### src/common/prw_regs.svh
// Constants for the program runaway watchdog
// Behaviour
// - After reset load 16-bit counter with all ones; decrement per instruction cycle.
// - Count pulse arriving while counter is zero is an underflow; sets first flag.
// - Underflow without refresh sets second flag and pulls reset pin low.
// - Reset function active whenever enable flag is one after reset.
// - Disable immediately followed by refresh clears enable flag, stops reset function.
// - Disable not immediately followed by refresh leaves watchdog running.
// - Enable flag set on system reset and on RAM back-up entry.
// - Refresh with first flag set clears it and skips next instruction.
// - Refresh skip works even when the reset function is disabled.
// - Watchdog reset turns on reset pin pull-down and resets whole system.
// - RAM back-up entry reinitialises first flag and counter.
`ifndef PRW_REGS_SVH
`define PRW_REGS_SVH
`define PRW_CNT_W 16
`define PRW_CNT_INIT 16'hFFFF
`define PRW_CNT_ZERO 16'h0000
`define PRW_CNT_ONE 16'h0001
`define PRW_SYNC_W 3
`define PRW_SYNC_INIT 3'h7
`define PRW_SYNC_B1 1
`define PRW_SYNC_B2 2
`endif

### src/common/prw_pkg.sv
// Types shared by the program runaway watchdog
package prw_pkg;
	// Tracks whether the previous instruction was a disable
	typedef enum logic {
		PRW_IDLE,
		PRW_ARMED
	} prw_pair_t;
endpackage : prw_pkg

### src/prw_watchdog.sv
// Program runaway watchdog top level
`timescale 1ns/100ps
`include "prw_regs.svh"
module prw_watchdog (
	// Clock and reset
	input wire logic MCLK,
	input wire logic RESET,
	// Instruction events from the core, one-cycle pulses
	input wire logic CYCLE_TICK,
	input wire logic REFRESH_SKIP_INSTR,
	input wire logic GUARD_DISABLE_INSTR,
	input wire logic OTHER_INSTR,
	input wire logic RAM_BACKUP_ENTRY,
	// Status to the core
	output logic SKIP_NEXT,
	output logic FIRST_UNDERFLOW_FLAG,
	output logic SECOND_UNDERFLOW_FLAG,
	output logic GUARD_ENABLE_FLAG,
	// Reset pin, open drain
	input wire logic RESET_PIN_IN,
	output logic RESET_PIN_OUT,
	output logic RESET_PIN_OE,
	output logic RESET_PIN_LOW_SEEN
);
	logic [`PRW_CNT_W-1:0] runaway_down_counter;
	logic underflow;
	logic reinit;
	logic pair_done;
	logic [`PRW_SYNC_W-1:0] pin_sync;
	prw_pkg::prw_pair_t pair_state;

	//--------------------------------------------------
	// Counter
	//--------------------------------------------------
	// back-up reloads counter
	assign reinit = RAM_BACKUP_ENTRY;

	prw_down_counter u_counter (
		.clk(MCLK),
		.rst(RESET),
		.tick(CYCLE_TICK),
		.reinit(reinit),
		.count(runaway_down_counter),
		.underflow(underflow)
	);

	//--------------------------------------------------
	// Disable pairing
	//--------------------------------------------------
	// disable then refresh
	assign pair_done = (pair_state == prw_pkg::PRW_ARMED) &&
		REFRESH_SKIP_INSTR && !GUARD_DISABLE_INSTR;

	always_ff @(posedge MCLK) begin
		if (RESET || RAM_BACKUP_ENTRY) begin
			pair_state <= prw_pkg::PRW_IDLE;
		end else if (GUARD_DISABLE_INSTR) begin
			pair_state <= prw_pkg::PRW_ARMED;
		end else if (REFRESH_SKIP_INSTR || OTHER_INSTR) begin
			pair_state <= prw_pkg::PRW_IDLE;
		end
	end

	// enable set on reset and back-up
	always_ff @(posedge MCLK) begin
		if (RESET || RAM_BACKUP_ENTRY) begin
			GUARD_ENABLE_FLAG <= 1'b1;
		end else if (pair_done) begin
			GUARD_ENABLE_FLAG <= 1'b0;
		end
	end

	//--------------------------------------------------
	// Underflow flags
	//--------------------------------------------------
	// set wins over refresh clear
	always_ff @(posedge MCLK) begin
		if (RESET || RAM_BACKUP_ENTRY) begin
			FIRST_UNDERFLOW_FLAG <= 1'b0;
		end else if (underflow) begin
			FIRST_UNDERFLOW_FLAG <= 1'b1;
		end else if (REFRESH_SKIP_INSTR) begin
			FIRST_UNDERFLOW_FLAG <= 1'b0;
		end
	end

	always_ff @(posedge MCLK) begin
		if (RESET) begin
			SECOND_UNDERFLOW_FLAG <= 1'b0;
		end else if (underflow && FIRST_UNDERFLOW_FLAG &&
			GUARD_ENABLE_FLAG) begin
			SECOND_UNDERFLOW_FLAG <= 1'b1;
		end
	end

	always_ff @(posedge MCLK) begin
		if (RESET) begin
			SKIP_NEXT <= 1'b0;
		end else begin
			SKIP_NEXT <= REFRESH_SKIP_INSTR && FIRST_UNDERFLOW_FLAG;
		end
	end

	//--------------------------------------------------
	// Reset pin
	//--------------------------------------------------
	// pull-down held until system reset
	assign RESET_PIN_OUT = 1'b0;
	assign RESET_PIN_OE = SECOND_UNDERFLOW_FLAG;

	always_ff @(posedge MCLK) begin
		if (RESET) begin
			pin_sync <= `PRW_SYNC_INIT;
		end else begin
			pin_sync <= {pin_sync[`PRW_SYNC_W-2:0], RESET_PIN_IN};
		end
	end

	always_ff @(posedge MCLK) begin
		if (RESET) begin
			RESET_PIN_LOW_SEEN <= 1'b0;
		end else if (pin_sync[`PRW_SYNC_B1] == pin_sync[`PRW_SYNC_B2]) begin
			RESET_PIN_LOW_SEEN <= !pin_sync[`PRW_SYNC_B2];
		end
	end

	//--------------------------------------------------
	// Checks
	//--------------------------------------------------
	reset_load_a: assert property (
		@(posedge MCLK)
		RESET |=> runaway_down_counter == `PRW_CNT_INIT &&
			GUARD_ENABLE_FLAG && !FIRST_UNDERFLOW_FLAG)
	else $error("reset did not load counter and flags");

	first_set_a: assert property (
		@(posedge MCLK) disable iff (RESET)
		CYCLE_TICK && runaway_down_counter == `PRW_CNT_ZERO &&
			!RAM_BACKUP_ENTRY |=> FIRST_UNDERFLOW_FLAG &&
			runaway_down_counter == `PRW_CNT_INIT)
	else $error("underflow did not set first flag");

	second_set_a: assert property (
		@(posedge MCLK) disable iff (RESET)
		underflow && FIRST_UNDERFLOW_FLAG && GUARD_ENABLE_FLAG
			|=> SECOND_UNDERFLOW_FLAG && RESET_PIN_OE)
	else $error("second underflow did not pull reset");

	second_cause_a: assert property (
		@(posedge MCLK) disable iff (RESET)
		$rose(SECOND_UNDERFLOW_FLAG) |->
			$past(FIRST_UNDERFLOW_FLAG) && $past(underflow))
	else $error("second flag set without first flag");

	disabled_quiet_a: assert property (
		@(posedge MCLK) disable iff (RESET)
		!GUARD_ENABLE_FLAG && !SECOND_UNDERFLOW_FLAG
			|=> !SECOND_UNDERFLOW_FLAG)
	else $error("reset raised while guard disabled");

	pair_clear_a: assert property (
		@(posedge MCLK) disable iff (RESET)
		(GUARD_DISABLE_INSTR && !RAM_BACKUP_ENTRY) ##1
			(REFRESH_SKIP_INSTR && !GUARD_DISABLE_INSTR &&
			!RAM_BACKUP_ENTRY) |=> !GUARD_ENABLE_FLAG)
	else $error("disable pair did not clear enable");

	lone_disable_a: assert property (
		@(posedge MCLK) disable iff (RESET)
		GUARD_DISABLE_INSTR ##1 (OTHER_INSTR && !REFRESH_SKIP_INSTR &&
			!GUARD_DISABLE_INSTR)
			##1 (REFRESH_SKIP_INSTR && !GUARD_DISABLE_INSTR)
			|=> GUARD_ENABLE_FLAG == $past(GUARD_ENABLE_FLAG, 3) ||
			$past(RAM_BACKUP_ENTRY, 3) ||
			$past(RAM_BACKUP_ENTRY, 2) || $past(RAM_BACKUP_ENTRY))
	else $error("lone disable stopped the guard");

	backup_init_a: assert property (
		@(posedge MCLK) disable iff (RESET)
		RAM_BACKUP_ENTRY |=> GUARD_ENABLE_FLAG &&
			!FIRST_UNDERFLOW_FLAG &&
			runaway_down_counter == `PRW_CNT_INIT)
	else $error("back-up entry did not reinitialise");

	skip_flag_a: assert property (
		@(posedge MCLK) disable iff (RESET)
		REFRESH_SKIP_INSTR |=>
			SKIP_NEXT == $past(FIRST_UNDERFLOW_FLAG))
	else $error("skip does not follow first flag");

	skip_off_a: assert property (
		@(posedge MCLK) disable iff (RESET)
		REFRESH_SKIP_INSTR && FIRST_UNDERFLOW_FLAG &&
			!GUARD_ENABLE_FLAG && !underflow
			|=> SKIP_NEXT && !FIRST_UNDERFLOW_FLAG)
	else $error("skip lost while guard disabled");

	pin_drive_a: assert property (
		@(posedge MCLK) disable iff (RESET)
		SECOND_UNDERFLOW_FLAG |=> RESET_PIN_OE [*2])
	else $error("pull-down released before reset");
endmodule : prw_watchdog

### src/prw_down_counter.sv
// Sixteen-bit down-counter with underflow detect
`timescale 1ns/100ps
`include "prw_regs.svh"
module prw_down_counter (
	// Clock and reset
	input wire logic clk,
	input wire logic rst,
	// Control
	input wire logic tick,
	input wire logic reinit,
	// Status
	output logic [`PRW_CNT_W-1:0] count,
	output logic underflow
);
	//--------------------------------------------------
	// Counting
	//--------------------------------------------------
	// underflow on zero
	assign underflow = tick && (count == `PRW_CNT_ZERO);

	always_ff @(posedge clk) begin
		if (rst || reinit) begin
			count <= `PRW_CNT_INIT;
		end else if (tick) begin
			count <= count - `PRW_CNT_ONE;
		end
	end

	//--------------------------------------------------
	// Checks
	//--------------------------------------------------
	count_step_a: assert property (
		@(posedge clk) disable iff (rst)
		tick && !reinit |=> count == $past(count) - `PRW_CNT_ONE)
	else $error("counter did not step down by one");

	count_hold_a: assert property (
		@(posedge clk) disable iff (rst)
		!tick && !reinit |=> $stable(count))
	else $error("counter moved without a tick");
endmodule : prw_down_counter

### config.mk
export PLATFORM = sky130hd
export DESIGN_NAME = prw_watchdog
export DESIGN_NICKNAME = d
export VERILOG_FILES = /design/src/common/prw_pkg.sv /design/src/prw_watchdog.sv /design/src/prw_down_counter.sv
export VERILOG_INCLUDE_DIRS = /design/src /design/src/common
export SDC_FILE = /design/constraint.sdc
export NUM_CORES = 1
export LEC_CHECK = 0
export BUFFER_PORTS_ARGS = -buffer_cell sky130_fd_sc_hd__buf_2
export CAP_MARGIN = 20
export CORE_MARGIN = 1.5
export CORE_UTILIZATION = 55
export CTS_CLUSTER_SIZE = 30
export DETAILED_ROUTE_END_ITERATION = 7
export GPL_TIMING_DRIVEN = 1
export PLACE_DENSITY = 0.86
export SLEW_MARGIN = 20
export SYNTH_ARGS = -nofsm -noshare
export SYNTH_HDL_FRONTEND = slang
export SYNTH_SLANG_ARGS = --single-unit
### constraint.sdc
create_clock -name MCLK -period 3.7 [get_ports MCLK]
set_clock_uncertainty 0.05 [all_clocks]
set_input_delay 0.185 -clock MCLK [delete_from_list [all_inputs] [get_ports MCLK]]
set_output_delay 0.185 -clock MCLK [all_outputs]
set_load 0.005 [all_outputs]
Word level (Yosys, flattened, before mapping)
Index checks and enable logic that the tools add are counted.

word-level totals
  flip-flop bits (word level) = 25
  input port bits = 8
  output and inout bits = 7
  logic and storage cells = 27

operators by class
  add/sub/neg operators = 1
  eq/ne operators = 1
  multiplexer cells = 4
  reductions and logical operators = 13

operators with widths
  kind                   number
  $logic_not 16->1       1
  $sub 16x1->16 const B  1
  $logic_and 1x1->1      6
  $mux 1                 4
  $reduce_bool 2->1      2
  $logic_not 1->1        2
  $logic_or 1x1->1       2
  $eq 1x1->1             1

Logic depth before layout (Yosys ltp)
  word-level depth = 4
  depth in mapped cells = 7
  gate-level depth less buffers = 6

By module
Synthesis repeated with hierarchy kept, for this count alone.

unflattened totals
  cell total of the unflattened synthesis = 108
  area total of the unflattened synthesis = 1041.0 um2

modules (own cells, without submodules)
  module            times used  cells each  area an instance (um2)  sequential area each (um2)
  prw_down_counter  1           79          735.7                   320.3
  prw_watchdog      1           29          305.3                   180.2

Least setup slack after synthesis
Ideal clock, no wire load.

  path type = flip-flop to flip-flop
  start = register u_counter.count[2]
  end = register u_counter.count[12]
  library setup time = 0.072 ns
  data arrival time = 1.403 ns
  required time = 3.578 ns
  setup slack = 2.175 ns
  cell stages (with the launch flop) = 6
  buffers on the path = 1
  clock period less this slack = 1.525 ns
  path through = dfxtp_1 -> nor4b_4 -> and2_1 -> buf_6 -> and4bb_1 -> mux2i_1

on the way
  longest elaborated chain between the ends = 1

ends and longest elaborated chain
  item                      line                    source
  start: declaration        prw_down_counter.sv:12  output logic [`PRW_CNT_W-1:0] count,
  start signal: assignment  prw_down_counter.sv:23  count <= `PRW_CNT_INIT;
  start signal: assignment  prw_down_counter.sv:25  count <= count - `PRW_CNT_ONE;
  $sub 16x1->16 (no line)   n/a

Every way passes these cells.
A chain may end at the register's enable or synchronous reset.

Worst setup path in the final report
Same ends and word-level chain as after synthesis.

==> metrics.md <==
| Metric | Value |
|---|---|
| Reported max-cap violation count | 0 |
| Synth top area share | 46.7% |
| Peak supply drop | 0.295 mV |
| Post-CTS setup buffers | 0 |
| Placement Setup Slack | 2.05 ns |
| Crit-path max cell delay | 0.48 ns |
| CTS tree | done |
| Chip height | 47.1 µm |
| CP endpoint kind | flop |
| Largest net degree at the start of global routing | 18 |
| Flop pwr share | 67.0% |
| First-pass GRT wire length | 3.00 mm |
| Slew margin rel. | 34.5% |
| Die W | 47.1 µm |
| Post-synth EDFFs | 0 |
| Final std cells w/o fill | 154 |
| Yosys reg bits | 25 |
| Final setup margin | 2.00 ns |
| Drt first pass iters | 4 |
| Layout cells sized above 1 | 17.1% |
| Syn_area_per_cell | 9.23 µm² |
| Maximum buffer depth of the clock tree | 2 |
| Final Max Slew Viols | 0 |
| Layout area overhead | 9.35% |
| Power per standard cell area | 349 nW/µm² |
| Initial DRC count | 13 |
| Combinational share of power | 4.4% |
| Worst Tran Pin Value | 0.979 ns |
| Vias | 807 |
| Row count | 15 |
| Required time worst endpoint | 3.90 ns |
| Hold WS | 0.0458 ns |
| RSZ-0062 raised after global routing | false |
| Minimum clock period | 1.70 ns |
| Global route total overflow | 0 |
| Core footprint | 1780 µm² |
| Finish-stage setup viols | 0 |
| Multi-input logic area | 526 µm² |
| Top routing layer used | met4 |
| Metal2 WL | 929 µm |
| Synth warn | 0 |
| Crit Path Category | flop to flop |
| Synth top area cells | dfxtp_1 (47%), nand2_1 (6.0%), xnor2_1 (4.1%), xor2_1 (4.1%), nor3_1 (3.7%) |
| Leakage power | 0.479 nW |
| Synth area leader | dfxtp_1 |
| Clock transition at the registers of the reported paths | 0.13 ns |
| Most common cell in the synthesized netlist | dfxtp_1 |
| Critical path arrival | 1.90 ns |
| Die Area | 2220 µm² |
| Cells after synthesis | 116 |
| Routed wire per std cell | 11.7 µm |
| Top-Level Pins | 15 |
| Final Hold Fails | 0 |
| # DRC | 0 |
| Mapped Area | 1070 µm² |
| Final worst-path cycle share | 45.9% |
| Post-Place Cells | 149 |
| Wire length on met1 | 793 µm |
| Critical Path, Cell by Cell | nor4b_4 > and2_1 > and4bb_1 > mux2i_1 |
| Routed Antenna Nets | 0 |
| WL final | 1.81 mm |
| Outcome | finished, final reports clean |
| Clock root buffer | clkbuf_4 |
| Fmax | 589 MHz |
| Vias in the first global route | 717 |
| Hold Path Class | input pin to flop |
| Clock tree sinks | 25 |
| Clock share of power | 28.6% |
| Switching pwr | 0.0884 mW |
| Sw frac | 21.6% |
| Critical-path top delay cell | nor4b_4 |
| Initial antenna violation count | 0 |
| Layout Nets | 139 |
| Distinct cell type count after synthesis | 32 |
| Fillers | 172 |
| Later-pin clock latency in the skew report | 0.31 ns |
| Number of buffers created by CTS | 3 |
| Register area | 500 µm² |
| Via-to-Cell Ratio | 5.24 |
| Post-CTS sizing | 0 |
| Dpl hpwl | 1.35 mm |
| Syn Nets | 125 |
| Synth cell count leaders | dfxtp_1 (25), nand2_1 (17), nor2_1 (8), nor3_1 (8) |
| Post-synthesis sequential area ratio | 46.7% |
| CTS H-tree depth | 1 |
| Synth Flop Type | dfxtp_1 |
| Gp weighted congestion | 0.784 |
| Final TNS setup | 0 ns |
| Routed wl met3 | 69 µm |
| All-Layer GR Usage | 19.3% |
| Maximum fanout along the worst path | 9 |
| CP Launch Type | flop |
| Starting Density | 60.1% |
| Async SR Flop Fraction | 0% |
| P_int | 0.320 mW |
| I/O Buffers | 13 |
| Ant. Diodes | 0 |
-- layout make-up --
| cell class | count | area share, % |
|---|---|---|
| Multi-Input combinational cell | 83 | 44.9 |
| Sequential cell | 25 | 42.7 |
| Timing Repair Buffer | 14 | 6.41 |
| Tap cell | 25 | 2.67 |
| Clock buffer | 3 | 1.92 |
| Inverter | 3 | 0.962 |
| Clock inverter | 1 | 0.427 |
-- stage by stage --
step | total power, mW | area (µm²) | util [%]
global route | 0.428 | 1170 | 65.7
CTS | 0.415 | 1170 | 65.7
finish | 0.409 | 1170 | 65.7
global placement | 0.296 | 1130 | 63.6
detailed placement | 0.297 | 1130 | 63.6
floorplan | 0.290 | 1070 | -
-- worst paths after layout --
| kind | depth (start not counted) | slack (ns) | startpoint | to |
|---|---|---|---|---|
| max | 4 | 2.00 | u_counter.count[2] | u_counter.count[12] |
| min | 2 | 0.05 | RAM_BACKUP_ENTRY | pair_state |
| max reg2reg | 4 | 2.00 | u_counter.count[2] | u_counter.count[12] |
| min reg2reg | 1 | 0.39 | pin_sync[0] | pin_sync[1] |
-- state kept, by name, summed over array words and instances (netlist names) --
| name | count |
|---|---|
| RESET_PIN_OE | 1 |
| GUARD_ENABLE_FLAG | 1 |
| u_counter.count | 16 |
| pin_sync | 3 |
| pair_state | 1 |
| RESET_PIN_LOW_SEEN | 1 |
| SKIP_NEXT | 1 |
| FIRST_UNDERFLOW_FLAG | 1 |
-- critical path, delay by kind of cell, from the launching register on --
kind | cells | cell delay, ns
mux | 1 | 0.17
simple gates | 3 | 1.03
flops | 1 | 0.39
-- per-layer routing --
| metal | track usage, % | vias up |
|---|---|---|
| met5 | 0 | - |
| met4 | 5.00 | 0 |
| met3 | 5.77 | 2 |
| met2 | 33.2 | 13 |
| met1 | 23.5 | 371 |
| li1 | - | 421 |
-- kinds of logic after synthesis --
logic type,count (synthesis),share of synthesized area [%]
flip-flops,25,46.7
multiplexers,2,1.87
other,1,0.350
AO/OA/AOI/OAI,11,5.49
buffers and inverters,8,4.21
XOR/XNOR,10,8.18
AND/OR/NAND/NOR,58,32.0
adder cells (fa/ha/maj),1,1.17
-- power by group through the flow --
stage	clock (mW)	combinational [mW]	sequential (mW)
2_1_floorplan	0	0.0106	0.279
5_1_grt	0.133	0.0203	0.274
6_report	0.117	0.0180	0.274
4_1_cts	0.123	0.0182	0.274
3_3_place_gp	0	0.0165	0.280
3_5_place_dp	0	0.0173	0.280
-- layout by cell type, fill, tap and decap left out --
cell | synthesis | routed
dfxtp_1 | 25 | 25
nand2_1 | 17 | 17
buf_2 | 0 | 13
nor3_1 | 8 | 8
nor2_1 | 8 | 8
xor2_1 | 5 | 5
xnor2_1 | 5 | 5
and2_1 | 4 | 4
a21oi_1 | 4 | 4
inv_1 | 3 | 3
o21ai_0 | 3 | 3
a31oi_1 | 3 | 3
or2_2 | 3 | 3
clkbuf_4 | 0 | 3
nor2b_1 | 2 | 2
mux2i_1 | 2 | 2
nand4b_1 | 2 | 2
nand3_1 | 2 | 2
nand3b_1 | 2 | 2
and3_1 | 2 | 2
nor4b_4 | 1 | 1
nor4_4 | 1 | 1
and4bb_1 | 1 | 1
nor4_1 | 1 | 1
nand4_1 | 1 | 1
nor4bb_1 | 1 | 1
nor4b_1 | 1 | 1
and4_1 | 1 | 1
o21ai_1 | 1 | 1
ha_1 | 1 | 1
conb_1 | 1 | 1
clkinv_2 | 0 | 1
dlygate4sd3_1 | 0 | 1
-- repair_timing --
action | in CTS | in global routing
hold endpoints to repair | 1 | 0
setup endpoints to repair | 0 | 0
hold buffers | 1 | 0
No activity file was read; power rests on OpenSTA's default activity.
